===== src/rtl/tsa_pkg.sv =====
// ****************************************************************
// Constants of the timeslot access block
// ****************************************************************
package tsa_pkg;

    localparam int NUM_REGS = 4;
    localparam int DATA_W   = 8;

    // Register byte addresses
    localparam logic [7:0] OFF_DATA_BASE = 8'h00;
    localparam logic [7:0] OFF_SEL_BASE  = 8'h10;
    localparam logic [7:0] OFF_CTRL1     = 8'h20;
    localparam logic [7:0] OFF_CTRL2     = 8'h24;
    localparam logic [7:0] OFF_STATUS    = 8'h28;
    localparam logic [7:0] OFF_MASK      = 8'h2c;
    localparam logic [7:0] OFF_ACK       = 8'h30;
    localparam logic [3:0] GROUP_DATA    = 4'h0;
    localparam logic [3:0] GROUP_SEL     = 4'h1;

    // Field positions of slot_port_select
    localparam int SEL_DPS     = 7;
    localparam int SEL_SLOT_HI = 4;
    localparam int SEL_SLOT_LO = 0;

    // Field positions of pair_control_reg
    localparam int CTRL_OUT1 = 0;
    localparam int CTRL_OUT0 = 1;
    localparam int CTRL_IN1  = 2;
    localparam int CTRL_IN0  = 3;
    localparam int CTRL_ARB  = 5;

    // Status register layout: transfer flags low, overflow flags high
    localparam int STAT_OV_LO = 4;

    // Reset values
    localparam logic [7:0] DATA_RST = 8'hff;
    localparam logic [7:0] SEL_RST  = 8'h00;
    localparam logic [7:0] CTRL_RST = 8'h00;
    localparam logic [7:0] MASK_RST = 8'hff;
    localparam logic [7:0] STAT_RST = 8'h00;

    // Frame timing
    localparam int         DCL_PER_BIT    = 2;
    localparam logic [4:0] ARB_SLOT       = 5'h0b;
    localparam logic [2:0] SLOT_LAST_BIT  = 3'h7;
    localparam logic [2:0] SLOT_FIRST_BIT = 3'h0;
    localparam logic [7:0] DELAY_DPS0     = 8'h02;
    localparam logic [7:0] DELAY_DPS1     = 8'h01;
    localparam logic [7:0] BIT_COUNT_RST  = 8'h00;

    // Index of a timeslot data or selector register from its address
    function automatic logic [1:0] reg_index(input logic [7:0] addr);
        reg_index = addr[3:2];
    endfunction : reg_index

endpackage : tsa_pkg


===== src/rtl/tsa_link_timer.sv =====
`timescale 1ns/100ps
// ****************************************************************
// Link sampler and frame bit counter
// ****************************************************************
module tsa_link_timer
    import tsa_pkg::*;
(
    input  wire logic       pclk,
    input  wire logic       presetn,
    input  wire logic       frame_data_clock,
    input  wire logic       frame_sync,
    input  wire logic       upstream_line_in,
    input  wire logic       downstream_line_in,
    output logic            bit_tick,
    output logic [7:0]      bit_count,
    output logic            up_bit,
    output logic            down_bit
);

    logic [3:0] meta;
    logic [3:0] sync;
    logic       prev_dcl;
    logic       prev_fs;
    logic       phase;

    wire dcl_rise = sync[0] & ~prev_dcl;
    wire fs_rise  = sync[1] & ~prev_fs;

    // Two-stage synchronisers for all link pins
    always_ff @(posedge pclk or negedge presetn) begin
        if (!presetn) begin
            meta <= 4'h0;
            sync <= 4'h0;
        end else begin
            meta <= {downstream_line_in, upstream_line_in, frame_sync, frame_data_clock};
            sync <= meta;
        end
    end

    // Edge history of the synchronised clock and sync
    always_ff @(posedge pclk or negedge presetn) begin
        if (!presetn) begin
            prev_dcl <= 1'b0;
            prev_fs  <= 1'b0;
        end else begin
            prev_dcl <= sync[0];
            prev_fs  <= sync[1];
        end
    end

    // bit clock halves
    // One bit clock is DCL_PER_BIT frame data clock rises
    assign bit_tick = dcl_rise & phase;
    assign up_bit   = sync[2];
    assign down_bit = sync[3];

    always_ff @(posedge pclk or negedge presetn) begin
        if (!presetn) begin
            phase     <= 1'b0;
            bit_count <= BIT_COUNT_RST;
        end else if (fs_rise) begin
            phase     <= 1'b0;
            bit_count <= BIT_COUNT_RST;
        end else if (dcl_rise) begin
            phase <= ~phase;
            if (phase) begin
                bit_count <= bit_count + 8'h01;
            end
        end
    end

endmodule : tsa_link_timer


===== src/rtl/tsa_slot_channel.sv =====
`timescale 1ns/100ps
// ****************************************************************
// One timeslot data register with its slot timing
// ****************************************************************
module tsa_slot_channel
    import tsa_pkg::*;
(
    input  wire logic       pclk,
    input  wire logic       presetn,
    input  wire logic       bit_tick,
    input  wire logic [7:0] bit_count,
    input  wire logic [7:0] sel,
    input  wire logic       arb_mon,
    input  wire logic       in_en,
    input  wire logic       out_en,
    input  wire logic       up_bit,
    input  wire logic       down_bit,
    input  wire logic       sw_wr,
    input  wire logic [7:0] sw_data,
    input  wire logic       ack,
    output logic [7:0]      data,
    output logic            drive_bit,
    output logic            drive_en,
    output logic            drive_down,
    output logic            fire,
    output logic            miss
);

    logic [7:0] shift;
    logic [7:0] pend;
    logic       pend_valid;
    logic       pending;

    // Slot, port and timing decode
    wire [4:0] slot     = sel[SEL_SLOT_HI:SEL_SLOT_LO];
    wire       port_select_bit      = sel[SEL_DPS];
    wire [7:0] delay    = port_select_bit ? DELAY_DPS1 : DELAY_DPS0;
    wire [7:0] fire_pos = {slot, SLOT_LAST_BIT} + delay;
    wire [7:0] dead_pos = {slot, SLOT_FIRST_BIT} - delay;
    wire [7:0] next_bit = bit_count + 8'h01;
    wire [4:0] in_slot  = arb_mon ? ARB_SLOT : slot;
    wire       in_bit   = port_select_bit ? down_bit : up_bit;
    wire       in_hit   = bit_tick & (bit_count[7:3] == in_slot);
    wire       in_last  = in_hit & (bit_count[2:0] == SLOT_LAST_BIT);

    assign drive_down = ~port_select_bit;
    assign drive_en   = out_en & (next_bit[7:3] == slot);
    assign drive_bit  = data[SLOT_LAST_BIT - next_bit[2:0]];
    assign fire = in_en & bit_tick & (bit_count == fire_pos);
    assign miss = bit_tick & (bit_count == dead_pos) & pending;

    // Unacknowledged transfer; a new one wins over an acknowledge
    always_ff @(posedge pclk or negedge presetn) begin
        if (!presetn) begin
            pending <= 1'b0;
        end else if (fire) begin
            pending <= 1'b1;
        end else if (ack) begin
            pending <= 1'b0;
        end
    end

    // Serial capture of the selected slot, MSB first
    always_ff @(posedge pclk or negedge presetn) begin
        if (!presetn) begin
            shift <= DATA_RST;
        end else if (in_hit) begin
            shift <= {shift[6:0], in_bit};
        end
    end

    // Software writes are parked until the output is enabled
    always_ff @(posedge pclk or negedge presetn) begin
        if (!presetn) begin
            pend       <= DATA_RST;
            pend_valid <= 1'b0;
        end else if (sw_wr) begin
            pend       <= sw_data;
            pend_valid <= 1'b1;
        end else if (out_en) begin
            pend_valid <= 1'b0;
        end
    end

    always_ff @(posedge pclk or negedge presetn) begin
        if (!presetn) begin
            data <= DATA_RST;
        end else if (in_last && in_en) begin
            data <= {shift[6:0], in_bit};
        end else if (out_en && pend_valid) begin
            data <= pend;
        end
    end

endmodule : tsa_slot_channel


===== src/rtl/tsa_timeslot_access.sv =====
`timescale 1ns/100ps
// Operation
// - Arbitration monitor bit makes register 0 of a pair capture slot 11.
// - Slot 11 and slot 3 can be captured together on both lines.
// - Four transfer and four overflow flags share one status register.
// - Transfer flag fires two bits after slot, one bit when port bit set.
// - One bit clock spans two frame data clocks.
// - Overflow follows its own transfer only if enabled and unacknowledged.
// - Masked transfer lets its overflow follow any other enabled missed one.
// - No transfer enabled means no interrupt at all.
// - No overflow when every stimulating transfer was acknowledged.
// - Transfer flag needs the register input enabled.
// - Overflow flag needs the register output enabled.
// - With both directions off, reads return the previous value.
// - Slot selector picks one slot from 0 to 31.
// - Disabled input keeps and drives the held value.
module tsa_timeslot_access
    import tsa_pkg::*;
(
    input  wire logic        pclk,
    input  wire logic        presetn,
    input  wire logic        psel,
    input  wire logic        penable,
    input  wire logic        pwrite,
    input  wire logic [7:0]  paddr,
    input  wire logic [31:0] pwdata,
    output logic [31:0]      prdata,
    output logic             pready,
    output logic             pslverr,
    input  wire logic        frame_data_clock,
    input  wire logic        frame_sync,
    input  wire logic        upstream_line_in,
    input  wire logic        downstream_line_in,
    output logic             upstream_line_out,
    output logic             upstream_line_oe,
    output logic             downstream_line_out,
    output logic             downstream_line_oe,
    output logic             sync_irq
);

    // ****************************************************************
    // Register storage
    // ****************************************************************
    logic [7:0] slot_port_select [NUM_REGS];
    logic [7:0] pair_control_reg [2];
    logic [7:0] irq_status;
    logic [7:0] transfer_irq_mask_reg;

    // Link timing
    logic       bit_tick;
    logic [7:0] bit_count;
    logic       up_bit;
    logic       down_bit;

    // Per register channel signals
    logic [7:0]          timeslot_data_reg [NUM_REGS];
    logic [NUM_REGS-1:0] in_en;
    logic [NUM_REGS-1:0] out_en;
    logic [NUM_REGS-1:0] arb_mon;
    logic [NUM_REGS-1:0] data_wr;
    logic [NUM_REGS-1:0] drive_bit;
    logic [NUM_REGS-1:0] drive_en;
    logic [NUM_REGS-1:0] drive_down;
    logic [NUM_REGS-1:0] fire;
    logic [NUM_REGS-1:0] miss;
    logic [NUM_REGS-1:0] transfer_ack_bit;

    // ****************************************************************
    // APB decode
    // ****************************************************************
    wire        access   = psel & penable;
    wire        wr_en    = access & pwrite;
    wire        rd_en    = access & ~pwrite;
    wire [1:0]  idx      = reg_index(paddr);
    wire        hit_data = (paddr[7:4] == GROUP_DATA);
    wire        hit_sel  = (paddr[7:4] == GROUP_SEL);
    wire        hit_c1   = (paddr[7:2] == OFF_CTRL1[7:2]);
    wire        hit_c2   = (paddr[7:2] == OFF_CTRL2[7:2]);
    wire        hit_stat = (paddr[7:2] == OFF_STATUS[7:2]);
    wire        hit_mask = (paddr[7:2] == OFF_MASK[7:2]);
    wire        hit_ack  = (paddr[7:2] == OFF_ACK[7:2]);
    wire        mapped   = hit_data | hit_sel | hit_c1 | hit_c2
                         | hit_stat | hit_mask | hit_ack;
    wire [7:0]  wbyte    = pwdata[7:0];

    // Zero wait state slave, error on unmapped addresses
    assign pready  = 1'b1;
    assign pslverr = access & ~mapped;

    // Read data selection; acknowledge register reads as zero
    wire [7:0] rd_byte =
        hit_data ? timeslot_data_reg[idx] :
        hit_sel  ? slot_port_select[idx]  :
        hit_c1   ? pair_control_reg[0]    :
        hit_c2   ? pair_control_reg[1]    :
        hit_stat ? irq_status             :
        hit_mask ? transfer_irq_mask_reg  : 8'h00;
    assign prdata = {24'h000000, rd_byte};

    // ****************************************************************
    // Configuration registers
    // ****************************************************************

    // Slot and port selectors
    always_ff @(posedge pclk or negedge presetn) begin
        if (!presetn) begin
            for (int i = 0; i < NUM_REGS; i++) begin
                slot_port_select[i] <= SEL_RST;
            end
        end else if (wr_en && hit_sel) begin
            slot_port_select[idx] <= wbyte;
        end
    end

    // Pair control registers
    always_ff @(posedge pclk or negedge presetn) begin
        if (!presetn) begin
            pair_control_reg[0] <= CTRL_RST;
            pair_control_reg[1] <= CTRL_RST;
        end else if (wr_en && hit_c1) begin
            pair_control_reg[0] <= wbyte;
        end else if (wr_en && hit_c2) begin
            pair_control_reg[1] <= wbyte;
        end
    end

    // Interrupt mask, set bit masks
    always_ff @(posedge pclk or negedge presetn) begin
        if (!presetn) begin
            transfer_irq_mask_reg <= MASK_RST;
        end else if (wr_en && hit_mask) begin
            transfer_irq_mask_reg <= wbyte;
        end
    end

    assign transfer_ack_bit = (wr_en && hit_ack) ? wbyte[NUM_REGS-1:0] : '0;

    // ****************************************************************
    // Link timing and the four channels
    // ****************************************************************
    tsa_link_timer u_timer (
        .pclk               (pclk),
        .presetn            (presetn),
        .frame_data_clock   (frame_data_clock),
        .frame_sync         (frame_sync),
        .upstream_line_in   (upstream_line_in),
        .downstream_line_in (downstream_line_in),
        .bit_tick           (bit_tick),
        .bit_count          (bit_count),
        .up_bit             (up_bit),
        .down_bit           (down_bit)
    );

    // Register y of pair x sits at index 2*x+y
    genvar g;
    generate
        for (g = 0; g < NUM_REGS; g++) begin : g_chan
            localparam int P = g / 2;
            localparam int Y = g % 2;
            assign in_en[g]   = pair_control_reg[P][(Y == 0) ? CTRL_IN0 : CTRL_IN1];
            assign out_en[g]  = pair_control_reg[P][(Y == 0) ? CTRL_OUT0 : CTRL_OUT1];
            // register 1 keeps its own slot
            assign arb_mon[g] = (Y == 0) && pair_control_reg[P][CTRL_ARB];
            assign data_wr[g] = wr_en && hit_data && (idx == 2'(g));

            tsa_slot_channel u_chan (
                .pclk       (pclk),
                .presetn    (presetn),
                .bit_tick   (bit_tick),
                .bit_count  (bit_count),
                .sel        (slot_port_select[g]),
                .arb_mon    (arb_mon[g]),
                .in_en      (in_en[g]),
                .out_en     (out_en[g]),
                .up_bit     (up_bit),
                .down_bit   (down_bit),
                .sw_wr      (data_wr[g]),
                .sw_data    (wbyte),
                .ack        (transfer_ack_bit[g]),
                .data       (timeslot_data_reg[g]),
                .drive_bit  (drive_bit[g]),
                .drive_en   (drive_en[g]),
                .drive_down (drive_down[g]),
                .fire       (fire[g]),
                .miss       (miss[g])
            );
        end
    endgenerate

    // ****************************************************************
    // Synchronous transfer and overflow interrupts
    // ****************************************************************

    // Enables are the inverted mask bits; overflow ones also need out_en
    wire [NUM_REGS-1:0] sti_en   = ~transfer_irq_mask_reg[NUM_REGS-1:0];
    wire [NUM_REGS-1:0] sync_overflow_irq_en  = ~transfer_irq_mask_reg[7:STAT_OV_LO] & out_en;
    wire [NUM_REGS-1:0] own_miss = miss & sti_en;
    wire                any_miss = |own_miss;

    logic [NUM_REGS-1:0] sync_overflow_irq_set;
    always_comb begin
        for (int k = 0; k < NUM_REGS; k++) begin
            sync_overflow_irq_set[k] = sync_overflow_irq_en[k] & (sti_en[k] ? own_miss[k] : any_miss);
        end
    end

    wire [7:0] stat_set = {sync_overflow_irq_set, fire};
    wire [7:0] stat_clr = (rd_en && hit_stat) ? 8'hff : 8'h00;

    always_ff @(posedge pclk or negedge presetn) begin
        if (!presetn) begin
            irq_status <= STAT_RST;
        end else begin
            irq_status <= (irq_status & ~stat_clr) | stat_set;
        end
    end

    always_ff @(posedge pclk or negedge presetn) begin
        if (!presetn) begin
            sync_irq <= 1'b0;
        end else begin
            sync_irq <= |(irq_status & ~transfer_irq_mask_reg);
        end
    end

    // ****************************************************************
    // Line drivers
    // ****************************************************************
    wire up_drv   = |(drive_en & ~drive_down);
    wire down_drv = |(drive_en & drive_down);
    wire up_val   = |(drive_en & ~drive_down & drive_bit);
    wire down_val = |(drive_en & drive_down & drive_bit);

    always_ff @(posedge pclk or negedge presetn) begin
        if (!presetn) begin
            upstream_line_out   <= 1'b0;
            upstream_line_oe    <= 1'b0;
            downstream_line_out <= 1'b0;
            downstream_line_oe  <= 1'b0;
        end else if (bit_tick) begin
            upstream_line_out   <= up_val;
            upstream_line_oe    <= up_drv;
            downstream_line_out <= down_val;
            downstream_line_oe  <= down_drv;
        end
    end

endmodule : tsa_timeslot_access


===== config.mk =====
export PLATFORM = sky130hd
export DESIGN_NAME = tsa_timeslot_access
export DESIGN_NICKNAME = d
export VERILOG_FILES = /design/src/rtl/tsa_pkg.sv /design/src/rtl/tsa_link_timer.sv /design/src/rtl/tsa_slot_channel.sv /design/src/rtl/tsa_timeslot_access.sv
export SDC_FILE = /design/constraint.sdc
export NUM_CORES = 1
export LEC_CHECK = 0
export BUFFER_PORTS_ARGS = -buffer_cell sky130_fd_sc_hd__buf_2
export CAP_MARGIN = 20
export CORE_MARGIN = 5
export CORE_UTILIZATION = 38
export CTS_CLUSTER_SIZE = 14
export DETAILED_ROUTE_END_ITERATION = 8
export GPL_ROUTABILITY_DRIVEN = 0
export GPL_TIMING_DRIVEN = 0
export PLACE_DENSITY = 0.57
export SLEW_MARGIN = 20
export SYNTH_ARGS = -nofsm -noshare
export SYNTH_HDL_FRONTEND = slang
export SYNTH_SLANG_ARGS = --single-unit

===== constraint.sdc =====
create_clock -name pclk -period 5.57 [get_ports pclk]
set_input_delay 1.114 -clock pclk [delete_from_list [all_inputs] [get_ports pclk]]
set_output_delay 1.114 -clock pclk [all_outputs]
set_load 0.01 [all_outputs]

==> summary.md, run 1 <==
| Metric | Value |
|---|---|
| Power per cell area | `280 mW/mm²` |
| Tightest Hold Check Type | `reg -> reg` |
| WHS Endpoint | `u_timer.sync[2]` |
| VDD IR max | `around 0.00020 V` |
| Vias per cell | `approximately 5.3` |
| WHS | `~350 ps` |
| Final Cycle Share | `between 70% and 80%` |
| Wire length per cell | `around 21 µm` |
| Largest regs | `g_chan.u_chan.data (32), g_chan.u_chan.pend (32), slot_port_select (32)` |
| Die Width | `between 150 and 200 µm` |
| Cell variety after synth | `71` |
| Syn Std Cell Area | `around 0.011 mm²` |
| RSZ-0062 raised after global routing | `false` |
| Initial core utilization | `between 30% and 40%` |
| Clk root buf | `clkbuf_16` |
| CTS sink cnt | `188` |
| TNS Setup | `0 ps` |
| # rows | `61` |
| Die footprint | `0.0316 mm²` |
| Hold Vio Cnt, Final | `0` |
| DRT iter0 DRCs | `approximately 580` |
| Hold Buf Count CTS | `0` |
| Fin crit period | `between 4000 and 5000 ps` |
| CP arrival | `about 3200 ps` |
| Largest net degree at the start of global routing | `slightly above 90` |
| Synth Register Bits | `188` |
| Die height | `between 150 and 200 µm` |
| CP Launch Type | `input port` |
| Final Instance Area | `approximately 0.012 mm²` |
| DRT Pass-1 Iters | `5` |
| Post-CTS Setup Bufs | `0` |
| Synthesis-to-layout area growth | `13.3%` |
| Post-Layout Cell Count | `approximately 1,400` |
| Skew final | `~13 ps` |
| Worst rel slew slack | `a little over a fifth` |
| Fillers | `2,644` |
| Mean post-synth cell area | `between 10 and 15 µm²` |
| Fmax | `around 0.23 GHz` |
| Warnings from Yosys | `0` |
| Final Max Tran Viols | `0` |
| CTS buffer count | `17` |
| Crit path kind | `in -> out` |
| Final Util | `around 44%` |
| Seq/Total Area, Yosys | `between 40% and 50%` |
| Ys flop type | `dfstp_2` |
| Synth top area share | `roughly a quarter` |
| Post-cts repair resize count | `0` |
| Worst path required time | `about 4500 ps` |
| Crit. End Element | `primary output` |
| Clock slew at reported path FFs | `roughly 70 ps` |
| H-tree depth | `4` |
| Ranking of synthesized cells by area | `dfstp_2 25%, dfrtp_1 21%, mux2_2 14%, mux4_2 6.5%, mux2i_1 3.0%` |
| R2r endpoint | `irq_status[4]` |
| First-pass GRT wire length | `between 40,000 and 50,000 µm` |
| Hold Startpoint | `u_timer.meta[2]` |
| HPWL Detailed | `21,100 µm` |
| R2R Path Start | `slot_port_select[25]` |
| Reg2reg path depth | `7` |
| WHS Path Cells | `0` |
| Cell with the most instances after synthesis | `mux2_2` |
| IO Port Bufs | `36` |
| Leakage power figure | `~5.4 nW` |
| Share of cells above drive strength 1 | `~41%` |
| Antenna viol nets, final | `0` |
| Mapped Cells | `roughly 900` |
| Max cap viols | `0` |
| EDFF count, synth | `0` |
| Worst-Margin Slew | `roughly 1200 ps` |
| Clock latency on the worst-skew pair | `440 ps` |
| Final wirelength | `28,800 µm` |
| Post-synth top cells | `133 x mux2_2, 100 x dfstp_2, 88 x dfrtp_1, 69 x nand2_1, 46 x o21ai_0` |
| Total track usage | `a little under a fifth` |
| CP Launch Point | `paddr[3]` |
| Layout Nets | `~1,000` |
| Status | `completed` |
| FF-to-FF setup slack | `roughly 2700 ps` |
| Largest area contributor in the netlist | `dfstp_2` |
| Total grt overflow | `0` |
| Ys async rst share | `between 90% and 100%` |
| Core area | `between 0.02 and 0.03 mm²` |
| Crit Path Max Fanout | `10` |
| Placed cell area | `approximately 0.011 mm²` |
| Ports | `88` |
| Drc violations | `0` |
| CTS Buffer Depth | `2` |
| Via count | `roughly 7,300` |
| Antenna cells | `0` |
| Number of cells after detailed placement | `1,335` |
| Antenna violations before repair | `0` |
| Setup violations, final | `0` |
| CTS tree | `built` |
| Vias in the first global route | `between 7,000 and 8,000` |
-- routing by layer --
layer  vias to the layer above  share of wire (%)  global-route usage, %
met2                       252                 45                   28.1
met3                        39                7.4                   3.03
met1                      3692                 46                   28.1
met5                         -                  0                      0
li1                       3330                  -                      -
met4                         0                1.8                   4.93
-- cells in the final DEF (no fill, tap or decap), types with 5 or more instances in the layout --
master     Yosys  routed
a21o_1         5       5
a21oi_1       12      12
and2_1         8       8
and3_1        13      13
buf_2         11      46
buf_4         32      33
clkbuf_1      22      22
clkbuf_16      0      17
conb_1         2      25
dfrtp_1       88      88
dfstp_2      100     100
ha_1          16      16
inv_1         38      38
mux2_2       133     133
mux2_4         6       6
mux2i_1       32      32
mux4_2        31      31
nand2_1       69      69
nand2b_1       6       6
nand3_1       16      16
nand4_1        5       5
nor2_1        28      28
nor2b_1        9       9
nor3_1         9       9
nor4_1        11      11
o2111ai_1      5       5
o21ai_0       46      46
o22ai_1       13      13
or4_1          5       5
xnor2_1       35      35
xor2_1        29      29
-- power by group --
part	internal, W	leakage (nW)	switching (W)	total [W]
Clock	0.000623	0.296	0.000628	0.00125
Sequential	0.00155	2.16	0.000113	0.00167
Combinational	0.000221	2.95	0.000246	0.000467
Total	0.00240	5.41	0.000987	0.00339
-- kinds of logic after synthesis --
group	Yosys count	share of synthesized area (%)
other	2	0.0703
DFF	188	45.2
muxes	203	24.6
buffers and inverters	112	5.72
adders and majority gates	16	1.87
AOI/OAI and AO/OA	102	5.88
xor gates and xnor gates	69	6.43
and+or+nand+nor	204	10.2
-- final cells by class --
cell class | instances | area, µm² | area share [%]
buffer | 73 | 464 | 3.84
clock buffer | 18 | 439 | 3.63
clock inverter | 14 | 168 | 1.39
inverter | 39 | 146 | 1.21
multi-input combinational | 619 | 5330 | 44.0
sequential | 188 | 4830 | 39.9
tap | 378 | 473 | 3.91
timing repair buffer | 39 | 253 | 2.09
-- worst max-delay path by stage --
stage                     to  slack (ps)
3_3_place_gp   u_timer.phase         210
2_1_floorplan      prdata[4]        1860
5_1_grt            prdata[7]        1080
6_report           prdata[3]        1240
4_1_cts            prdata[5]        1210
3_5_place_dp       prdata[5]        1220
-- worst max-delay path: stages --
cell and delay (ps):
buf_2 140, buf_2 310, clkbuf_1 560, mux4_2 460, mux2i_1 200, o22ai_1 110
and2_1 180, buf_2 140
-- stage by stage --
stage | setup slack (ps) | total power (W)
after floorplan | 1860 | 0.00197
after global placement | 215 | 0.00214
after detailed placement | 1220 | 0.00216
after CTS | 1210 | 0.00342
after global routing | 1080 | 0.00354
final | 1240 | 0.00339
No activity file was read; power rests on OpenSTA's default activity.
==> run 2, diff against run 1 <==
- ABC_AREA: default -> 1
- clock period: 5.57 -> 4.1 ns (I/O delays scaled with it)
==> run 2 against run 1 <==
Compared with the run above: via count up 32%; combinational power up 55%; worst setup slack worse by 680 ps; wire length up 22%; die area up 0.48%; non-clock buffer count up 1; critical path depth down 1; final cell count up 34%; largest cell class unchanged; largest power group unchanged.
==> summary.md, run 2 <==
| Metric | Value |
|---|---|
| Status | `completed` |
| Die Width | `between 150 and 200 µm` |
| Antenna violations before repair | `0` |
| FF-to-FF setup slack | `around 1600 ps` |
| Vias per cell | `between 5 and 6` |
| EDFF count, synth | `0` |
| Crit-path cells | `buf_2 -> inv_1 -> nand2_2 -> clkinv_1 -> a221oi_1 -> o2111ai_1 -> buf_2` |
| Worst-Margin Slew | `a little under 900 ps` |
| Final Cycle Share | `between 80% and 90%` |
| Post-cts repair resize count | `0` |
| Routed met1 length | `~16,000 µm` |
| Cell with the most instances after synthesis | `nand2_1` |
| Critical path's top delay family | `compound AO/OA/AOI/OAI gates` |
| Warnings from Yosys | `0` |
| Post-synth top cells | `331 x nand2_1, 155 x inv_1, 132 x o21ai_0, 115 x nand3_1, 100 x dfstp_2` |
| Synthesis-to-layout area growth | `13.1%` |
| R2R Path Start | `u_timer.bit_count[1]` |
| DRT iter0 DRCs | `~930` |
| Final Instance Area | `~0.012 mm²` |
| RSZ-0062 raised after global routing | `false` |
| DR WL met2 | `15,600 µm` |
| Mapped Cells | `around 1,400` |
| First-pass GRT wire length | `between 50,000 and 60,000 µm` |
| Clock slew at reported path FFs | `80 ps` |
| Die height | `178 µm` |
| Fin crit period | `around 3500 ps` |
| Highest routed layer | `met4` |
| TNS Setup | `0 ps` |
| Die footprint | `approximately 0.032 mm²` |
| Cell variety after synth | `48` |
| Core area | `0.0279 mm²` |
| Commonest non-fill, non-tap cell in the layout | `nand2_1` |
| Clock latency on the worst-skew pair | `between 400 and 500 ps` |
| Max cap viols | `0` |
| Worst rel slew slack | `approximately two fifths` |
| Clk root buf | `clkbuf_16` |
| Ranking of synthesized cells by area | `dfstp_2 24%, dfrtp_1 21%, nand2_1 12%, o21ai_0 6.2%, inv_1 5.4%` |
| Worst path required time | `around 3300 ps` |
| Antenna viol nets, final | `0` |
| Largest area contributor in the netlist | `dfstp_2` |
| Via count | `about 9,700` |
| Seq/Total Area, Yosys | `45.0%` |
| CP most frequent cell | `buf_2` |
| Crit Path Max Fanout | `10` |
| Placed cell area | `0.0115 mm²` |
| WHS | `~270 ps` |
| Final Max Tran Viols | `0` |
| Worst path max stage delay | `roughly 630 ps` |
| Wire length per cell | `around 19 µm` |
| Ys async rst share | `100%` |
| Power per cell area | `~390 mW/mm²` |
| Reg2reg path depth | `11` |
| Syn Std Cell Area | `around 0.011 mm²` |
| Mean post-synth cell area | `between 7 and 8 µm²` |
| Crit path kind | `in -> out` |
| Dpl ws | `between 600 and 700 ps` |
| CP arrival | `around 2700 ps` |
| CTS tree | `built` |
| Most frequent cells in the layout | `331 x nand2_1, 155 x inv_1, 132 x o21ai_0` |
| Drc violations | `0` |
| Worst Setup Slack, final | `around 560 ps` |
| Synth Register Bits | `188` |
| Buf/Inv on CP | `4` |
| Worst path slowest cell | `a221oi_1` |
| Tightest Hold Check Type | `in -> async` |
| Power after layout | `0.00472 W` |
| HPWL Detailed | `roughly 26,000 µm` |
| Met3 routed WL | `2730 µm` |
| Total grt overflow | `0` |
| Leakage power figure | `5.31 nW` |
| Post-CTS Setup Bufs | `0` |
| Initial core utilization | `38.5%` |
| Final wirelength | `approximately 35,000 µm` |
| Largest net degree at the start of global routing | `84` |
| R2r endpoint | `upstream_line_out` |
| Crit. End Element | `primary output` |
| Ports | `88` |
| Synth top area share | `24.5%` |
| VDD IR max | `about 0.00028 V` |
| H-tree depth | `4` |
| Total track usage | `22.3%` |
| Hold Vio Cnt, Final | `0` |
| CTS buffer count | `17` |
| Layout Nets | `between 1,500 and 2,000` |
| IO Port Bufs | `36` |
| Ys flop type | `dfstp_2` |
| Vias in the first global route | `slightly above 9,000` |
| Hold Buf Count CTS | `0` |
| DRT Pass-1 Iters | `7` |
| Fmax | `about 0.28 GHz` |
| Skew final | `24.4 ps` |
| Setup violations, final | `0` |
| Largest regs | `g_chan.u_chan.data (32), g_chan.u_chan.pend (32), slot_port_select (32)` |
| Share of cells above drive strength 1 | `approximately 20%` |
| Antenna cells | `0` |
| # rows | `61` |
| CP Launch Type | `input port` |
| CTS sink cnt | `about 190` |
| CTS Buffer Depth | `2` |
-- run 2: cell count changes in the layout (fill, tap and decap cells not counted), moves of 22 or more --
cell and delta:
nor2_1 +22, nand4_1 +22, mux4_2 -31, mux2i_1 -30
nand2_1 +262, inv_1 +117, mux2_2 -133, nand3_1 +99
o21ai_0 +86, o21ai_1 +32
-- run 2: metrics by stage --
| step | std cells | util (%) |
|---|---|---|
| 2_1_floorplan | 1379 | - |
| 3_3_place_gp | 1793 | 41.2 |
| 3_5_place_dp | 1795 | 41.4 |
| 4_1_cts | 1827 | 43.6 |
| 5_1_grt | 1827 | 43.6 |
| 6_report | 1827 | 43.6 |
-- run 2: report_power, final --
part           internal [W]  switching [W]
combinational      0.000239       0.000483
sequential          0.00215       0.000145
clock              0.000828       0.000869
-- run 2: logic make-up after synthesis --
| family | synth area share (%) |
|---|---|
| DFF | 45.0 |
| AOI/OAI and AO/OA | 14.1 |
| xor gates and xnor gates | 3.58 |
| adders and majority gates | 1.86 |
| and+or+nand+nor | 25.2 |
| buffers and inverters | 10.0 |
| muxes | 0.186 |
| other | 0.0700 |
-- run 2: layout make-up --
cell class,instances,area (µm²)
buffer,75,437
clock inverter,14,169
multi-input combinational,945,4910
fill,2816,15700
clock buffer,18,429
sequential,188,4830
timing repair buffer,38,245
tap,378,473
inverter,171,642
-- run 2: how the worst max path moves through the flow --
stage | startpoint | endpoint | slack, ps | depth (start not counted)
floorplan | paddr[7] | prdata[6] | 1420 | 9
global placement | presetn | g_chan[1].u_chan.pend_valid | -950 | 1
detailed placement | paddr[2] | prdata[1] | 610 | 7
CTS | paddr[2] | prdata[1] | 600 | 7
global route | paddr[2] | prdata[1] | 530 | 7
finish | paddr[2] | prdata[2] | 560 | 7
-- run 2: layer usage --
| metal | up-vias | track usage [%] |
|---|---|---|
| met5 | - | 0 |
| met4 | 0 | 8.80 |
| met3 | 68 | 3.56 |
| met2 | 409 | 33.8 |
| met1 | 4585 | 31.9 |
| li1 | 4601 | - |
